[src/fic_consts.svh]
// Offsets, field positions, widths and reset values of the fault clear block.
// Included by the design files by bare name; definitions only.
`ifndef FIC_CONSTS_SVH
`define FIC_CONSTS_SVH

// Register word addresses on the internal register bus
`define FIC_ADDR_W 7
`define FIC_DATA_W 16
`define FIC_ADDR_CLR1 7'h68
`define FIC_ADDR_CLR2 7'h69
`define FIC_ADDR_CLR3 7'h6a
`define FIC_ADDR_STATE1 7'h6b
`define FIC_ADDR_STATE2 7'h6c
`define FIC_ADDR_STATE3 7'h6d

// Flag widths per bank
`define FIC_BANK_W 11
`define FIC_BANK3_W 2

// Field positions, first clear and state pair
`define FIC_B1_OVERVOLT 10
`define FIC_B1_UNDERVOLT 9
`define FIC_B1_TEMP 8
`define FIC_B1_ACC_TIMEOUT 7
`define FIC_B1_RX_ABORT 6
`define FIC_B1_SHADOW_DED 5
`define FIC_B1_SHADOW_SED 4
`define FIC_B1_NVM_DED 3
`define FIC_B1_NVM_SED 2
`define FIC_B1_OSC_RANGE 1
`define FIC_B1_OSC_STUCK 0

// Field positions, second pair
`define FIC_B2_PIN_OVERVOLT 10
`define FIC_B2_ANA_UNDERVOLT 9
`define FIC_B2_BUS_FAIL 8
`define FIC_B2_WDOG 7
`define FIC_B2_SEAL 6
`define FIC_B2_FSM 5
`define FIC_B2_VCM 4
`define FIC_B2_OVERCUR 3
`define FIC_B2_DIG_OVERVOLT 2
`define FIC_B2_GAIN 1
`define FIC_B2_RX_PATH 0

// Field positions, third pair; bits above are reserved
`define FIC_B3_TX_COIL 1
`define FIC_B3_SELFTEST 0

// Reset values
`define FIC_BANK_RST 11'h000
`define FIC_BANK3_RST 2'h0
`define FIC_RDATA_RST 16'h0000

`endif

[src/fic_pkg.sv]
// Types shared by the fault clear block.
// Assumes fic_consts.svh is on the include path.
`include "fic_consts.svh"

package fic_pkg;

	typedef logic [`FIC_BANK_W-1:0] fic_flags_t;
	typedef logic [`FIC_BANK3_W-1:0] fic_flags3_t;
	typedef logic [`FIC_ADDR_W-1:0] fic_addr_t;
	typedef logic [`FIC_DATA_W-1:0] fic_data_t;

	// Kind of register an address selects
	typedef enum logic [2:0] {
		FIC_SEL_NONE,
		FIC_SEL_CLR1,
		FIC_SEL_CLR2,
		FIC_SEL_CLR3,
		FIC_SEL_ST1,
		FIC_SEL_ST2,
		FIC_SEL_ST3
	} fic_sel_t;

endpackage

[src/fic_flag_bank.sv]
// Bank of latched fault flags with a set input and a write-one clear input.
// Assumes set and clear come from logic on the same clock.
`timescale 1ns/1ps

module fic_flag_bank #(
	parameter int W = 11
) (
	input wire logic clk,
	input wire logic rst_n,
	input wire logic [W-1:0] set_i,
	input wire logic [W-1:0] clr_i,
	output logic [W-1:0] flags_q
);

	logic [W-1:0] flags_d;

	// Set wins over clear so an event in the clearing cycle survives
	// set beats clear
	assign flags_d = (flags_q & ~clr_i) | set_i;

	// Flags hold until cleared
	always_ff @(posedge clk or negedge rst_n)
	begin
		if (!rst_n)
			flags_q <= '0;
		else
			flags_q <= flags_d;
	end

endmodule

[src/fic_top.sv]
// Fault interrupt clear logic: three write-one clear registers, the
// latched fault flags they act on, and the read-only state registers.
// Assumes fault events are one-cycle pulses on mclk and that the
// register master follows two-phase setup/access bus signalling.
//
// Function
// Clear-1 bits 10..8 clear voltage/temperature flags
// Clear-1 bits 7,6 clear serial access faults
// Clear-1 bits 5..2 clear memory ECC flags
// Clear-1 bits 1,0 clear oscillator faults
// Clear-2 bits 10,9,2 clear supply/pin flags
// Reject read-only writes, flag; clear-2 bit 8
// Clear-2 bits 7..5 clear watchdog/seal/FSM flags
// Clear-2 bits 4,3 clear output buffer faults
// Clear-2 bits 1,0 clear gain/receiver faults
// Clear-3 bits 1,0 used; 10..2 reserved
// State flags read 1 when request pending
// Detection wins over simultaneous clear write
`timescale 1ns/1ps
`include "fic_consts.svh"

module fic_top (
	input wire logic mclk,
	input wire logic rst_n,
	input wire logic psel,
	input wire logic penable,
	input wire logic pwrite,
	input wire logic [`FIC_ADDR_W-1:0] paddr,
	input wire logic [`FIC_DATA_W-1:0] pwdata,
	output logic [`FIC_DATA_W-1:0] prdata,
	output logic pready,
	output logic pslverr,
	input wire logic [`FIC_BANK_W-1:0] fault_evt_one,
	input wire logic [`FIC_BANK_W-1:0] fault_evt_two,
	input wire logic [`FIC_BANK3_W-1:0] fault_evt_three,
	output logic [`FIC_BANK_W-1:0] fault_state_one,
	output logic [`FIC_BANK_W-1:0] fault_state_two,
	output logic [`FIC_BANK3_W-1:0] fault_state_three,
	output logic fault_pending
);

	// Address decode, used for both the setup and the access phase
	function automatic fic_pkg::fic_sel_t fic_decode(
		input fic_pkg::fic_addr_t a
	);
		fic_pkg::fic_sel_t s;
		s = fic_pkg::FIC_SEL_NONE;
		unique case (a)
			`FIC_ADDR_CLR1: s = fic_pkg::FIC_SEL_CLR1;
			`FIC_ADDR_CLR2: s = fic_pkg::FIC_SEL_CLR2;
			`FIC_ADDR_CLR3: s = fic_pkg::FIC_SEL_CLR3;
			`FIC_ADDR_STATE1: s = fic_pkg::FIC_SEL_ST1;
			`FIC_ADDR_STATE2: s = fic_pkg::FIC_SEL_ST2;
			`FIC_ADDR_STATE3: s = fic_pkg::FIC_SEL_ST3;
			default: s = fic_pkg::FIC_SEL_NONE;
		endcase
		return s;
	endfunction

	// Pad a flag bank to the data width; upper bits read as zero
	function automatic fic_pkg::fic_data_t fic_pad(
		input fic_pkg::fic_flags_t f
	);
		return {{(`FIC_DATA_W-`FIC_BANK_W){1'b0}}, f};
	endfunction

	logic rst_meta_q;
	logic rst_sync_q;
	fic_pkg::fic_sel_t sel;
	logic setup_ph;
	logic access_ph;
	logic wr_acc;
	logic sel_clr;
	logic sel_state;
	logic wr_ro;
	logic acc_err;
	fic_pkg::fic_flags_t wr_bits;
	fic_pkg::fic_flags_t clr_one;
	fic_pkg::fic_flags_t clr_two;
	fic_pkg::fic_flags3_t clr_three;
	fic_pkg::fic_flags_t set_two;
	fic_pkg::fic_flags_t st_one;
	fic_pkg::fic_flags_t st_two;
	fic_pkg::fic_flags3_t st_three;
	fic_pkg::fic_data_t rdata_d;
	logic [`FIC_DATA_W-1:0] rdata_q;

	// Reset release through two flops; assertion stays asynchronous
	always_ff @(posedge mclk or negedge rst_n)
	begin
		if (!rst_n)
		begin
			rst_meta_q <= 1'b0;
			rst_sync_q <= 1'b0;
		end
		else
		begin
			rst_meta_q <= 1'b1;
			rst_sync_q <= rst_meta_q;
		end
	end

	// Bus phases and address class
	assign sel = fic_decode(paddr);
	assign setup_ph = psel & ~penable;
	assign access_ph = psel & penable;
	assign wr_acc = access_ph & pwrite;
	assign sel_clr = (sel == fic_pkg::FIC_SEL_CLR1) |
		(sel == fic_pkg::FIC_SEL_CLR2) |
		(sel == fic_pkg::FIC_SEL_CLR3);
	assign sel_state = (sel == fic_pkg::FIC_SEL_ST1) |
		(sel == fic_pkg::FIC_SEL_ST2) |
		(sel == fic_pkg::FIC_SEL_ST3);

	// Zero bits of a write leave flags alone, so only ones pass
	assign wr_bits = pwdata[`FIC_BANK_W-1:0];

	// voltage, temperature clear
	// serial fault clear
	// ECC flag clear
	// oscillator flag clear
	assign clr_one = (wr_acc && sel == fic_pkg::FIC_SEL_CLR1) ?
		wr_bits : `FIC_BANK_RST;

	// supply flag clear
	// watchdog, seal, FSM clear
	// output buffer clear
	// gain, receiver clear
	assign clr_two = (wr_acc && sel == fic_pkg::FIC_SEL_CLR2) ?
		wr_bits : `FIC_BANK_RST;

	// reserved bits dropped
	assign clr_three = (wr_acc && sel == fic_pkg::FIC_SEL_CLR3) ?
		wr_bits[`FIC_B3_TX_COIL:`FIC_B3_SELFTEST] : `FIC_BANK3_RST;

	// A write to a state register ignores its data and is reported.
	// reject read-only write
	assign wr_ro = wr_acc & sel_state;

	// flag rejected write
	assign set_two = fault_evt_two |
		({{(`FIC_BANK_W-1){1'b0}}, wr_ro} << `FIC_B2_BUS_FAIL);

	// Unmapped addresses and rejected writes answer with an error
	assign acc_err = access_ph & (wr_ro | ~(sel_clr | sel_state));

	// Flag banks; the third bank only carries its two live bits
	// detection keeps flag
	fic_flag_bank #(
		.W(`FIC_BANK_W)
	) u_bank_one (
		.clk(mclk),
		.rst_n(rst_sync_q),
		.set_i(fault_evt_one),
		.clr_i(clr_one),
		.flags_q(st_one)
	);

	fic_flag_bank #(
		.W(`FIC_BANK_W)
	) u_bank_two (
		.clk(mclk),
		.rst_n(rst_sync_q),
		.set_i(set_two),
		.clr_i(clr_two),
		.flags_q(st_two)
	);

	fic_flag_bank #(
		.W(`FIC_BANK3_W)
	) u_bank_three (
		.clk(mclk),
		.rst_n(rst_sync_q),
		.set_i(fault_evt_three),
		.clr_i(clr_three),
		.flags_q(st_three)
	);

	// Read data; clear registers are write-only and read as zero
	// state readback
	always_comb
	begin
		rdata_d = `FIC_RDATA_RST;
		unique case (sel)
			fic_pkg::FIC_SEL_ST1: rdata_d = fic_pad(st_one);
			fic_pkg::FIC_SEL_ST2: rdata_d = fic_pad(st_two);
			fic_pkg::FIC_SEL_ST3: rdata_d = fic_pad(
				{{(`FIC_BANK_W-`FIC_BANK3_W){1'b0}}, st_three});
			default: rdata_d = `FIC_RDATA_RST;
		endcase
	end

	// Read data is captured in the setup phase so it is from a flop
	// while the access phase runs with no wait state.
	always_ff @(posedge mclk or negedge rst_sync_q)
	begin
		if (!rst_sync_q)
			rdata_q <= `FIC_RDATA_RST;
		else if (setup_ph && !pwrite)
			rdata_q <= rdata_d;
	end

	// Every access completes in one access cycle
	assign pready = 1'b1;
	assign pslverr = acc_err;
	assign prdata = rdata_q;

	// Latched flags straight from the bank flops
	assign fault_state_one = st_one;
	assign fault_state_two = st_two;
	assign fault_state_three = st_three;
	assign fault_pending = (|st_one) | (|st_two) | (|st_three);

endmodule

[config.mk]
export PLATFORM = sky130hd
export DESIGN_NAME = fic_top
export DESIGN_NICKNAME = d
export VERILOG_FILES = /design/src/fic_pkg.sv /design/src/fic_flag_bank.sv /design/src/fic_top.sv
export VERILOG_INCLUDE_DIRS = /design/src
export SDC_FILE = /design/constraint.sdc
export NUM_CORES = 1
export LEC_CHECK = 0
export ABC_AREA = 1
export BUFFER_PORTS_ARGS = -buffer_cell sky130_fd_sc_hd__clkbuf_2
export CAP_MARGIN = 20
export CORE_MARGIN = 3
export CORE_UTILIZATION = 30
export DETAILED_ROUTE_END_ITERATION = 16
export PLACE_DENSITY = 0.68
export SETUP_SLACK_MARGIN = 0.02
export SLEW_MARGIN = 0
export SYNTH_ARGS = -nofsm -noshare
export SYNTH_HDL_FRONTEND = slang
export SYNTH_SLANG_ARGS = --single-unit
export TNS_END_PERCENT = 10
[constraint.sdc]
create_clock -name mclk -period 1.15 [get_ports mclk]
set_input_delay 0.1725 -clock mclk [delete_from_list [all_inputs] [get_ports mclk]]
set_output_delay 0.1725 -clock mclk [all_outputs]
set_load 0.005 [all_outputs]
# Word-level counts from Yosys, hierarchy flattened
# Cells that the tools add are included.
[op_classes]
addsub = 0
mul = 0
div = 0
magnitude_cmp = 0
eq_ne = 12
shifts = 0
mux = 5
bitwise = 25
n_reduce_logical = 8
[ops]
columns = ["operator", "n"]
rows = [
  ["equality test 7 bit (second input constant)", 6],
  ["one-hot mux 11 bit (3 select lines)", 1],
  ["AND 11 bit", 2],
  ["two-way mux 11 bit", 2],
  ["inverter 11 bit", 2],
  ["OR 11 bit", 2],
  ["OR reduction 11 bit", 2],
  ["one-hot mux 3 bit (6 select lines)", 1],
  ["OR 11 x 9 -> 11 bit", 1],
  ["equality test 3 bit (second input constant)", 3],
  ["OR 1 bit", 8],
  ["equality test 3 x 2 -> 1 bit (second input constant)", 2],
  ["AND 1 bit", 5],
  ["logical AND 1 bit", 4],
  ["equality test 3 x 1 -> 1 bit (second input constant)", 1],
  ["AND 2 bit", 1],
  ["two-way mux 2 bit", 1],
  ["inverter 1 bit", 2],
  ["inverter 2 bit", 1],
  ["OR 2 bit", 1],
  ["OR reduction 2 bit", 1],
  ["logical NOT 1 bit", 1],
]
[word_totals]
ff_bits = 42
latch_bits = 0
ram_bits = 0
mem_bits_ro = 0
input_bits = 52
mem_count = 0

# Logic depth before layout (Yosys ltp)
# Gate-level depths: netlist of the first run.
[logic_depth]
word_depth = 9
depth_mapped = 8
mapped_depth_nobuf = 8

# Hierarchy
# From an unflattened synthesis of the first run, not the netlist that was laid out.
[hier_totals]
cells_unflattened = 296
area_unflattened_um2 = 2075.7
[by_module_without_submodules]
columns = ["mod", "instances", "cells_per_inst", "area_each_um2", "seq_area_each_um2"]
rows = [
  ["fic_top", 1, 176, 1114.8, 325.3],
  ["fic_flag_bank at u_bank_one ...", 2, 55, 440.4, 275.3],
  ["fic_flag_bank at u_bank_three", 1, 10, 80.1, 50.0],
]

# Least setup slack after synthesis of the first run
# No wires, ideal clock.
[synth_path]
path_type = "register to output"
start = "register u_bank_one.flags_q[0]"
end = "output fault_pending"
arrival_time_ns = 0.831
required_time_ns = 0.978
slack_ns = 0.146
path_stages_with_launch = 6
n_path_buf = 0
path_cell_list = "dfrtp_1 > nor2_1 > nand2_1 > nor2_1 > nand2_1 > nand3b_1"
[synth_via]
elab_chain_cells = 3
[synth_lines]
columns = ["item", "line_no", "source"]
rows = [
  ["from (decl)", "fic_flag_bank.sv:12", "output logic [W-1:0] flags_q"],
  ["from (signal assigned)", "fic_flag_bank.sv:27", "flags_q <= flags_d;"],
  ["OR reduction 11 bit", "fic_top.sv:212", "assign fault_pending = (|st_one) | (|st_two) | (|st_three);"],
  ["OR 1 bit (2 in series)", "fic_top.sv:212", ""],
  ["to (decl)", "fic_top.sv:39", "output logic fault_pending"],
]
# No other way between the ends.

# Worst setup path after layout of the first run
[layout_path]
start = "register u_bank_three.flags_q[1]"
end = "output fault_pending"
[layout_via]
elab_chain_cells = 2
[layout_lines]
columns = ["item", "line_no"]
rows = [
  ["from (decl)", "fic_flag_bank.sv:12"],
  ["from (signal assigned)", "fic_flag_bank.sv:27"],
  ["OR reduction 2 bit", "fic_top.sv:212"],
  ["OR 1 bit", "fic_top.sv:212"],
]
# No other way between the ends.

==> results of run 1 <==
-- layer usage --
layer / global-route usage, % / part of all wire [%] / wire length [um] / up-vias
met4: 6.66 / 3.0 / 171 / 0
met3: 3.97 / 8.0 / 453 / 15
met1: 21.3 / 44 / 2520 / 908
met2: 23.7 / 45 / 2540 / 85
met5: 0 / 0 / 0 / -
li1: - / - / - / 1022
-- worst max-delay path by stage --
stage                                                 start                               to  slack [ns]  cells past startpoint
final                     u_bank_three.flags_q[1]$_DFF_PN0_                    fault_pending       -0.32                      6
after global routing        u_bank_two.flags_q[5]$_DFF_PN0_                    fault_pending       -0.46                      6
after CTS                 u_bank_three.flags_q[0]$_DFF_PN0_                    fault_pending       -0.34                      6
after detailed placement                           paddr[1]  u_bank_two.flags_q[0]$_DFF_PN0_       -0.07                      9
after global placement                             paddr[1]  u_bank_two.flags_q[1]$_DFF_PN0_       -0.03                      9
after floorplan                        rst_sync_q$_DFF_PN0_            prdata[0]$_DFFE_PN0P_        0.04                      0
-- registers in the layout, indices dropped and copies added (netlist names) --
name and cells:
prdata 11, rst_meta_q 1, rst_sync_q 1, u_bank_one.flags_q 11
u_bank_three.flags_q 2, u_bank_two.flags_q 11
-- cells by family (layout without fill, tap and decap cells) --
kind of cell / Yosys count / count (layout) / synth area share (%)
simple gates: 150 / 150 / 36.0
buf+inv: 41 / 157 / 10.5
flops: 37 / 37 / 47.2
compound gates: 17 / 17 / 5.87
other cells: 2 / 7 / 0.383
-- power breakdown --
part,switching [mW],internal (mW)
registers,0.00537,1.31
clock network,0.428,0.430
logic,0.160,0.122
total,0.594,1.87
-- placed cells by master (no fill, tap or decap), types with 2 or more instances in the layout --
master / netlist / routed
buf_4: 9 / 31
nor2_1: 10 / 8
o21ai_1: 4 / 4
nor2_2: 3 / 5
inv_2: 4 / 4
nand4_1: 14 / 14
nand2_1: 84 / 83
nand2_2: 5 / 6
buf_6: 2 / 8
dfrtp_1: 37 / 37
inv_1: 22 / 22
buf_12: 0 / 3
nor2_8: 2 / 2
a21o_1: 11 / 11
conb_1: 2 / 7
clkbuf_2: 0 / 80
nor4_1: 2 / 2
nand3_1: 26 / 25
clkbuf_8: 0 / 5
clkbuf_1: 1 / 3
-- layout make-up --
class	count	area [um2]	area share, %
clock buffer	8	80.1	2.80
inverter	26	97.6	3.42
multi-input combinational	174	865	30.3
sequential	37	926	32.4
tap	75	93.8	3.29
timing repair buffer	123	793	27.8
-- metrics by stage --
stage | power [mW] | hold WS, ns
floorplan | 1.48 | -0.123
global route | 2.57 | 0.0552
global placement | 1.62 | -0.0410
detailed placement | 1.62 | -0.0411
finish | 2.46 | 0.0615
CTS | 2.49 | 0.0569
-- repair_timing --
item,CTS,global route
resized for setup,0,14
endpoints found under the setup margin,1,11
hold buffers,1,0
hold endpoints to repair,2,0
pin swaps,1,3
-- critical path, cell delays in order (launching register included) --
cell and delay (ns):
dfrtp_1 0.39, nor2_1 0.11, nand2_1 0.06, nor2_1 0.10, nand2_1 0.05, nand3b_1 0.17, clkbuf_2 0.13
==> results.md, run 1 <==
* Worst min path class: input port to register
* Max Clock Freq at roughly 0.68 GHz
* Clock Path Buffers at 2
* Diodes inserted at 0
* Area leader, netlist: dfrtp_1
* R2r setup slk at around 0.18 ns
* RSZ-0062 raised after global routing: true
* Final Skew at 0.00213 ns
* Nets at around 420
* Die height at roughly 87 um
* Die area at 7550 um2
* Synth Cell Area at 1960 um2
* Post-CTS Setup Bufs at 0
* Antenna violations before repair at 0
* Final ANT Viol Nets at 0
* Synth cell count leaders: 84 x nand2_1, 37 x dfrtp_1, 26 x nand3_1
* YS warnings at 0
* Outcome: finished, violations left
* TritonCTS clock tree: done
* Worst Hold Endpoint: u_bank_one.flags_q[2]$_DFF_PN0_
* Placed Area at 2710 um2
* Crit end category: output pin
* Number of port buffers at 83
* Worst VDD drop at roughly 0.73 mV
* Hold depth at 2
* Initial Util at about a third
* Violated checks: setup timing
* Top post-synthesis cells by area: dfrtp_1 47%, nand2_1 16%, nand3_1 6.6%
* Clk pin slew, worst setup/hold paths at ~0.07 ns
* RR Endpoint: prdata[0]$_DFFE_PN0P_
* H-Tree Depth at 2
* Pwr/cell area at 861 nW/um2
* Async set-reset flop share out of synthesis at 100%
* HP Start: fault_evt_one[2]
* Grt total ovfl at 0
* Synth Flop Type: dfrtp_1
* Finished Cell Area at 2860 um2
* IO Pins at 95
* Final-report hold violation count at 0
* Post-synth EDFFs at 0
* Tcrit/Tclk final at 128%
* Setup WS pre-CTS at -0.0705 ns
* Crit Path Category: register to output pin
* Wirelength per Cell at between 10 and 15 um
* WP data arrival at between 1 and 1.5 ns
* Synthesized area per cell at ~7.9 um2
* Post-DP HPWL at between 4 and 5 mm
* Sequential area share after synthesis at 47.2%
* Core box area at between 6000 and 7000 um2
* Crit path max fanout at 2
* Clock root cell: clkbuf_8
* Fillers at around 620
* Yosys cell types at 24
* CTS Buf Count at 5
* Placer Congestion at between 0.8 and 0.9
* Vias/cell at between 4 and 5
* Leakage at 1.53 nW
* Largest net degree at the start of global routing at 36
* TNS Setup at -0.323 ns
* Placed cell count at around 430
* Vias in the first global route at roughly 1900
* Number of max-cap violations at 0
* Setup ws final at -0.323 ns
* Worst reg2reg startpoint: u_bank_three.flags_q[0]$_DFF_PN0_
* Cells after synthesis at ~250
* Reg2Reg Depth at 5
* Chip width at roughly 87 um
* Yosys reg bits at 37
* Most frequent cell after synthesis: nand2_1
* Layout area overhead at 45.5%
* WL final at around 5.7 mm
* DRT Pass-1 Iters at 4
* Final Setup Violations at 1
* # DRC at 0
* Share of the synthesized area in the top cell type at a little under half
* Via count at between 2000 and 2500
* Clock Latency Late Sink at between 0.2 and 0.3 ns
* Clk sinks at 37
* Final std cells w/o fill at between 400 and 500
* Total track usage at about 16%
* Critical Path RT at between 0.9 and 1 ns
* First-pass GRT wire length at between 9 and 10 mm
* Number of DRC markers in iteration 0 at 104
* Fin util at 46.6%
* Row Count at 28
* Share of layout cells above drive strength 1 at about 40%
* Min Tclk post-route at between 1 and 1.5 ns
* Type of element launching the critical path: register
* Slew Limit Fails at 0
Power figures use the tool's default switching activity.
==> run 2, diff against run 1 <==
--- a/config.mk
+++ b/config.mk
@@ -6,13 +6,12 @@
 export SDC_FILE = /design/constraint.sdc
 export NUM_CORES = 1
 export LEC_CHECK = 0
-export ABC_AREA = 1
 export BUFFER_PORTS_ARGS = -buffer_cell sky130_fd_sc_hd__clkbuf_2
 export CAP_MARGIN = 20
 export CORE_MARGIN = 3
 export CORE_UTILIZATION = 30
 export DETAILED_ROUTE_END_ITERATION = 16
-export PLACE_DENSITY = 0.68
+export PLACE_DENSITY = 0.66
 export SETUP_SLACK_MARGIN = 0.02
 export SLEW_MARGIN = 0
 export SYNTH_ARGS = -nofsm -noshare
==> constraint.sdc (replaced) <==
create_clock -name mclk -period 1.8 [get_ports mclk]
set_input_delay 0.27 -clock mclk [delete_from_list [all_inputs] [get_ports mclk]]
set_output_delay 0.27 -clock mclk [all_outputs]
set_load 0.005 [all_outputs]
==> run 2 against run 1 <==
Compared with the run above:
- the flow now finishes without violations
- setup slack improved by 0.39 ns
- non-clock buffer count fell by 32
- combinational power fell by 37%
- utilization fell by 5.3 points
==> results.md, run 2 <==
* Outcome: finished, final reports clean
* Cells after synthesis at 183 (-26%)
* DRT Pass-1 Iters at 4 (unchanged)
* Clk sinks at 37 (unchanged)
* Metal-1 WL at 2.49 mm (-1.2%)
* Reg2Reg Depth at 3 (-2)
* Final-report hold violation count at 0 (unchanged)
* Antenna violations before repair at 0 (unchanged)
* Critical Path Max Stage Delay at 0.44 ns (+0.05 ns)
* Total track usage at 15.2% (-0.44 points)
* Met3 wire len at 323 um (-29%)
* Number of port buffers at 83 (unchanged)
* Hold depth at 2 (unchanged)
* Area leader, netlist: dfrtp_1
* Synthesized area per cell at 10.5 um2 (+32%)
* Leakage at 1.18 nW (-23%)
* Post-synth EDFFs at 0 (unchanged)
* Synth Area in XOR/XNOR at 0% (unchanged)
* # DRC at 0 (unchanged)
* IO Pins at 95 (unchanged)
* Yosys cell types at 28 (+17%)
* Slew Limit Fails at 0 (unchanged)
* Vias/cell at 4.97 (+8.5%)
* Worst path bufs/invs at 1 (unchanged)
* Synth Cell Area at 1920 um2 (-2.1%)
* Max_slew headroom at a little over half
* Adder-Cell Fraction of Synth Area at 0% (unchanged)
* Minimum hold slack at 0.154 ns (+0.0922 ns)
* Clk pin slew, worst setup/hold paths at 0.08 ns (about the same)
* Critical Path RT at 1.53 ns (+0.55 ns)
* Final ANT Viol Nets at 0 (unchanged)
* Nets at 318 (-24%)
* Largest family of logic cells by synthesized area: compound AO/OA/AOI/OAI gates
* Commonest non-fill, non-tap cell in the layout: clkbuf_2
* Top post-synthesis cells by area: dfrtp_1 48%, a22o_1 9.1%, a21o_1 5.5%
* Crit path cell chain: nor4_2 -> and4_1 -> nand3_1 -> clkbuf_2
* Synth Area in Compound Gates at 20.7% (+15 points)
* Pwr/cell area at 747 nW/um2 (-13%)
* Synth cell count leaders: 37 x dfrtp_1, 20 x a22o_1, 14 x a21o_1
* Layout area overhead at 30.3%
* Number of DRC markers in iteration 0 at 50 (-52%)
* TNS Setup at 0 ns (+0.323 ns)
* Slowest CP cell: dfrtp_1
* Final Skew at 0.00730 ns (+0.00517 ns)
* Core box area at 6060 um2 (-1.1%)
* Wirelength per Cell at 15.9 um (+24%)
* Placer Congestion at 0.785 (-4.3%)
* Clock Latency Late Sink at 0.29 ns (about the same)
* WP data arrival at 1.47 ns (+0.17 ns)
* Synth Flop Type: dfrtp_1
* Yosys reg bits at 37 (unchanged)
* First-pass GRT wire length at 8.87 mm (-3.3%)
* CTS Buf Count at 5 (unchanged)
* Worst min path class: input port to register
* Final Setup Violations at 0 (-1)
* Most frequent cells in the layout: 83 x clkbuf_2, 36 x dfrtp_1, 20 x a22o_1
* Vias in the first global route at 1668 (-13%)
* Async set-reset flop share out of synthesis at 100% (unchanged)
* Share of the synthesized area in the top cell type at 48.2% (+1.0 points)
* TritonCTS clock tree: done
* Diodes inserted at 0 (unchanged)
* Crit Path Category: register to output pin
* WL final at 5.45 mm (-4.1%)
* RSZ-0062 raised after global routing: false
* Crit path max fanout at 4 (+2)
* Most frequent cell after synthesis: dfrtp_1
* Number of max-cap violations at 0 (unchanged)
* YS warnings at 0 (unchanged)
* Top routing layer used: met4
* Worst VDD drop at 0.469 mV (-36%)
* Die area at 7400 um2 (-2.0%)
* Largest net degree at the start of global routing at 36 (unchanged)
* Initial Util at 31.7% (-0.31 points)
* Top Family by Delay on Critical Path: simple AND/OR/NAND/NOR gates
* Share of layout cells above drive strength 1 at 39.0% (-1.3 points)
* Clock Path Buffers at 2 (unchanged)
* Grt total ovfl at 0 (unchanged)
* Post-DP HPWL at 4.30 mm (-6.8%)
* Min Tclk post-route at 1.74 ns
* Clock root cell: clkbuf_8
* Chip width at 86.0 um (-0.98%)
* Tcrit/Tclk final at 96.4%
* WL met2 at 2.62 mm (+3.1%)
* Type of element launching the critical path: register
* Row Count at 28 (unchanged)
* Post-Synth Simple-Gate Area at 20.3% (-16 points)
* Sequential area share after synthesis at 48.2% (+1.0 points)
* CP Depth at 4 (-2)
* Crit end category: output pin
* Worst slew pin tran at 0.675 ns
* Max Clock Freq at 0.576 GHz
* Mux share of post-synthesis cell area at 0% (unchanged)
* Die height at 86.0 um (-0.98%)
* Post-CTS Setup Bufs at 0 (unchanged)
* Via count at 1701 (-16%)
* H-Tree Depth at 2 (unchanged)
## run 2: changes by cell type in the layout (fill, tap and decap cells not counted), sizes merged, moves of 5 or more
cell and delta:
nor2b +13, nand3 -25, nor2 -5, buf -35
and4b +5, nand2 -86, inv -14, a31oi +11
a22o +20
## run 2: cells by family after synthesis
logic type	Yosys count
and+or+nand+nor	61
AOI/OAI and AO/OA	51
DFF	37
buffers and inverters	32
other	2
## run 2: per-layer routing
metal / global-route usage [%] / vias to the layer above
met4: 2.59 / 0
met1: 21.7 / 807
li1: - / 831
met2: 23.9 / 61
met5: 0 / -
met3: 3.65 / 2
## run 2: final cells by class
type | instances | area (um2)
Timing Repair Buffer | 91 | 478
Clock inverter | 3 | 65.1
Inverter | 12 | 45.0
Fill cell | 631 | 3560
Tap cell | 75 | 93.8
Multi-Input combinational cell | 119 | 825
Sequential cell | 37 | 927
Clock buffer | 5 | 68.8
## run 2: worst paths after layout
path | from | end | slack (ns)
max | u_bank_two.flags_q[1]$_DFF_PN0_ | fault_pending | 0.06
min | fault_evt_one[0] | u_bank_one.flags_q[0]$_DFF_PN0_ | 0.15
max reg2reg | u_bank_one.flags_q[0]$_DFF_PN0_ | prdata[0]$_DFFE_PN0P_ | 0.59
min reg2reg | rst_sync_q$_DFF_PN0_ | u_bank_one.flags_q[3]$_DFF_PN0_ | 0.27
max in group asynchronous | rst_sync_q$_DFF_PN0_ | u_bank_two.flags_q[3]$_DFF_PN0_ | 1.21
min in group asynchronous | rst_sync_q$_DFF_PN0_ | u_bank_one.flags_q[3]$_DFF_PN0_ | 0.27
## run 2: what timing repair did
action | in CTS | in global routing
gates resized for setup | 2 | 1
setup endpoints to repair | 1 | 1
hold buffers | 1 | 0
endpoints found under the hold margin | 2 | 0
## run 2: stage by stage
stage	cell area (um2)	power [mW]	utilization, %	std cells	setup slack (ns)
final	2500	1.87	41.3	342	0.0644
after global routing	2500	1.94	41.3	342	0.0249
after CTS	2500	1.88	41.3	342	0.0331
after detailed placement	2340	1.03	38.7	333	0.265
after global placement	2340	1.03	38.7	333	0.256
after floorplan	1940	0.962	-	188	0.597
## run 2: power breakdown
group          switching (mW)  total (mW)  internal [mW]  leakage [nW]
clock                   0.303       0.853          0.551        0.0681
sequential            0.00246       0.838          0.836         0.386
combinational          0.0958       0.179         0.0831         0.723
total                   0.401        1.87           1.47          1.18
==> run 3, diff against run 2 <==
--- a/config.mk
+++ b/config.mk
@@ -11,9 +11,8 @@
 export CORE_MARGIN = 3
 export CORE_UTILIZATION = 30
 export DETAILED_ROUTE_END_ITERATION = 16
-export PLACE_DENSITY = 0.66
-export SETUP_SLACK_MARGIN = 0.02
-export SLEW_MARGIN = 0
+export PLACE_DENSITY_LB_ADDON = 0.2
+export SLEW_MARGIN = 10
 export SYNTH_ARGS = -nofsm -noshare
 export SYNTH_HDL_FRONTEND = slang
 export SYNTH_SLANG_ARGS = --single-unit
==> run 3 against run 2 <==
Compared with the run above:
- first-iteration DRC count is 32% lower
- global-route usage decreased by 0.38 points
- critical path type unchanged
- count of clock-buffer cells in the layout rose by 2
- non-clock buffer count is 3 higher
- utilization shrank 0.29 points
- wire length barely moved
==> results.md, run 3 (synthesis gave the netlist of run 2 again) <==
* Worst path bufs/invs at 1 (unchanged)
* Setup WS pre-CTS at 0.261 ns (-0.00416 ns)
* Clock root cell: clkbuf_8
* Fillers at 638 (+1.1%)
* Core box area at 6060 um2 (unchanged)
* Share of layout cells above drive strength 1 at 39.8% (+0.83 points)
* Multi-input logic area at 831 um2 (+0.76%)
* Initial Util at 31.7% (unchanged)
* Min Tclk post-route at 1.72 ns (-0.0153 ns)
* Tcrit/Tclk final at 95.6% (-0.85 points)
* Final ANT Viol Nets at 0 (unchanged)
* Crit Path Category: register to output pin
* Nets at 321 (+0.94%)
* TritonCTS clock tree: done
* Leakage at 1.17 nW (-0.79%)
* Vias in the first global route at 1659 (-0.54%)
* Diodes inserted at 0 (unchanged)
* H-Tree Depth at 2 (unchanged)
* Row Count at 28 (unchanged)
* Via count at 1711 (+0.59%)
* Worst VDD drop at 0.405 mV (-14%)
* HP Start: fault_evt_three[0]
* Clk pin slew, worst setup/hold paths at 0.07 ns (about the same)
* Final Setup Violations at 0 (unchanged)
* Grt total ovfl at 0 (unchanged)
* Number of port buffers at 83 (unchanged)
* Pwr/cell area at 642 nW/um2 (-14%)
* Chip width at 86.0 um (unchanged)
* CTS Buf Count at 5 (unchanged)
* Number of DRC markers in iteration 0 at 34 (-32%)
* Crit end category: output pin
* WL met2 at 2.50 mm (-4.7%)
* First-pass GRT wire length at 8.49 mm (-4.2%)
* Number of max-cap violations at 0 (unchanged)
* WL final at 5.45 mm (about the same)
* Worst min path class: input port to register
* Type of element launching the critical path: register
* Slew Limit Fails at 0 (unchanged)
* RR Endpoint: prdata[0]$_DFFE_PN0P_
* Critical Path Max Stage Delay at 0.45 ns (about the same)
* Metal-1 WL at 2.52 mm (+1.5%)
* Critical Path RT at 1.53 ns (about the same)
* IO Pins at 95 (unchanged)
* Flip-flop and latch area at 928 um2 (+0.13%)
* Largest net degree at the start of global routing at 36 (unchanged)
* Final Skew at 0.00404 ns (-0.00326 ns)
* Crit path cell chain: nor4_2 -> and4_1 -> nand3_1 -> clkbuf_2
* Worst reg2reg startpoint: u_bank_one.flags_q[0]$_DFF_PN0_
* Wirelength per Cell at 15.8 um (-0.51%)
* TNS Setup at 0 ns (unchanged)
* Final-report hold violation count at 0 (unchanged)
* Top routing layer used: met4
* Die height at 86.0 um (unchanged)
* Vias/cell at 4.97 (about the same)
* # DRC at 0 (unchanged)
* Most frequent cells in the layout: 83 x clkbuf_2, 35 x dfrtp_1, 20 x a22o_1
* Crit path max fanout at 4 (unchanged)
* Top Family by Delay on Critical Path: simple AND/OR/NAND/NOR gates
* Layout area overhead at 29.4%
* Outcome: finished, final reports clean
* Hold depth at 2 (unchanged)
* Antenna violations before repair at 0 (unchanged)
* R2r setup slk at 0.61 ns (+0.02 ns)
* Setup ws final at 0.0797 ns (+0.0153 ns)
* Placer Congestion at 0.783 (-0.24%)
* Slowest CP cell: dfrtp_2
* Final Power at 1.59 mW (-15%)
* Clk sinks at 37 (unchanged)
* Met3 wire len at 370 um (+15%)
* Max Clock Freq at 0.581 GHz (+0.89%)
* Commonest non-fill, non-tap cell in the layout: clkbuf_2
* Clock Latency Late Sink at 0.29 ns (about the same)
* Total track usage at 14.9% (-0.38 points)
* WP data arrival at 1.45 ns (-0.02 ns)
* Post-DP HPWL at 4.31 mm (about the same)
* Reg2Reg Depth at 3 (unchanged)
* Clock Path Buffers at 2 (unchanged)
* DRT Pass-1 Iters at 4 (unchanged)
* Die area at 7400 um2 (unchanged)
* Worst Hold Endpoint: u_bank_three.flags_q[0]$_DFF_PN0_
-- run 3: cell types whose count changed in the layout (fill, tap and decap cells not counted), sizes merged --
cell    previous run  this run
clkinv             1         0
buf                7        10
bufinv             2         0
clkbuf            88        90
-- run 3: routing by layer --
layer | track usage [%] | vias to the layer above
met5 | 0 | -
met4 | 4.75 | 0
met2 | 23.3 | 55
met3 | 4.13 | 7
met1 | 19.8 | 811
li1 | - | 838
-- run 3: layout make-up --
class,count,share of cell area [%]
Inverter,12,1.81
Tap cell,75,3.78
Timing Repair Buffer,94,20.1
Clock buffer,7,3.47
Multi-Input combinational cell,119,33.4
Sequential cell,37,37.4
-- run 3: per-stage QoR --
stage	instances	util [%]	hold slack (ns)	cell area (um2)
2_1_floorplan	188	-	-0.0256	1940
3_3_place_gp	335	38.9	0.0561	2360
3_5_place_dp	335	38.9	0.0573	2360
4_1_cts	343	40.5	0.152	2460
5_1_grt	344	41.0	0.149	2480
6_report	344	41.0	0.159	2480
-- run 3: worst reg2reg max path, cell delays in order (launching register included) --
cell	delay, ns
dfrtp_1	0.41
and4b_1	0.19
a211o_1	0.29
a22o_1	0.20
-- run 3: report_power, final --
part / internal, mW / switching [mW]
logic: 0.0853 / 0.0966
registers: 0.836 / 0.00241
clock network: 0.303 / 0.271
-- run 3: worst max-delay path by stage --
stage                                               start                endpoint  slack [ns]  cells after the start
after global placement                           paddr[2]   prdata[2]$_DFFE_PN0P_        0.29                      4
after floorplan                                  paddr[0]  prdata[10]$_DFFE_PN0P_        0.60                      5
final                     u_bank_two.flags_q[3]$_DFF_PN0_           fault_pending        0.08                      4
after detailed placement                         paddr[2]   prdata[4]$_DFFE_PN0P_        0.26                      4
after CTS                 u_bank_two.flags_q[3]$_DFF_PN0_           fault_pending        0.03                      4
after global routing      u_bank_two.flags_q[3]$_DFF_PN0_           fault_pending       -0.04                      4
-- run 3: timing repair --
action | 4_1_cts | 5_1_grt
resized for setup | 0 | 5
endpoints found under the hold margin | 2 | 0
hold buffers | 1 | 0
setup endpoints to repair | 0 | 1
buffers inserted | 0 | 1
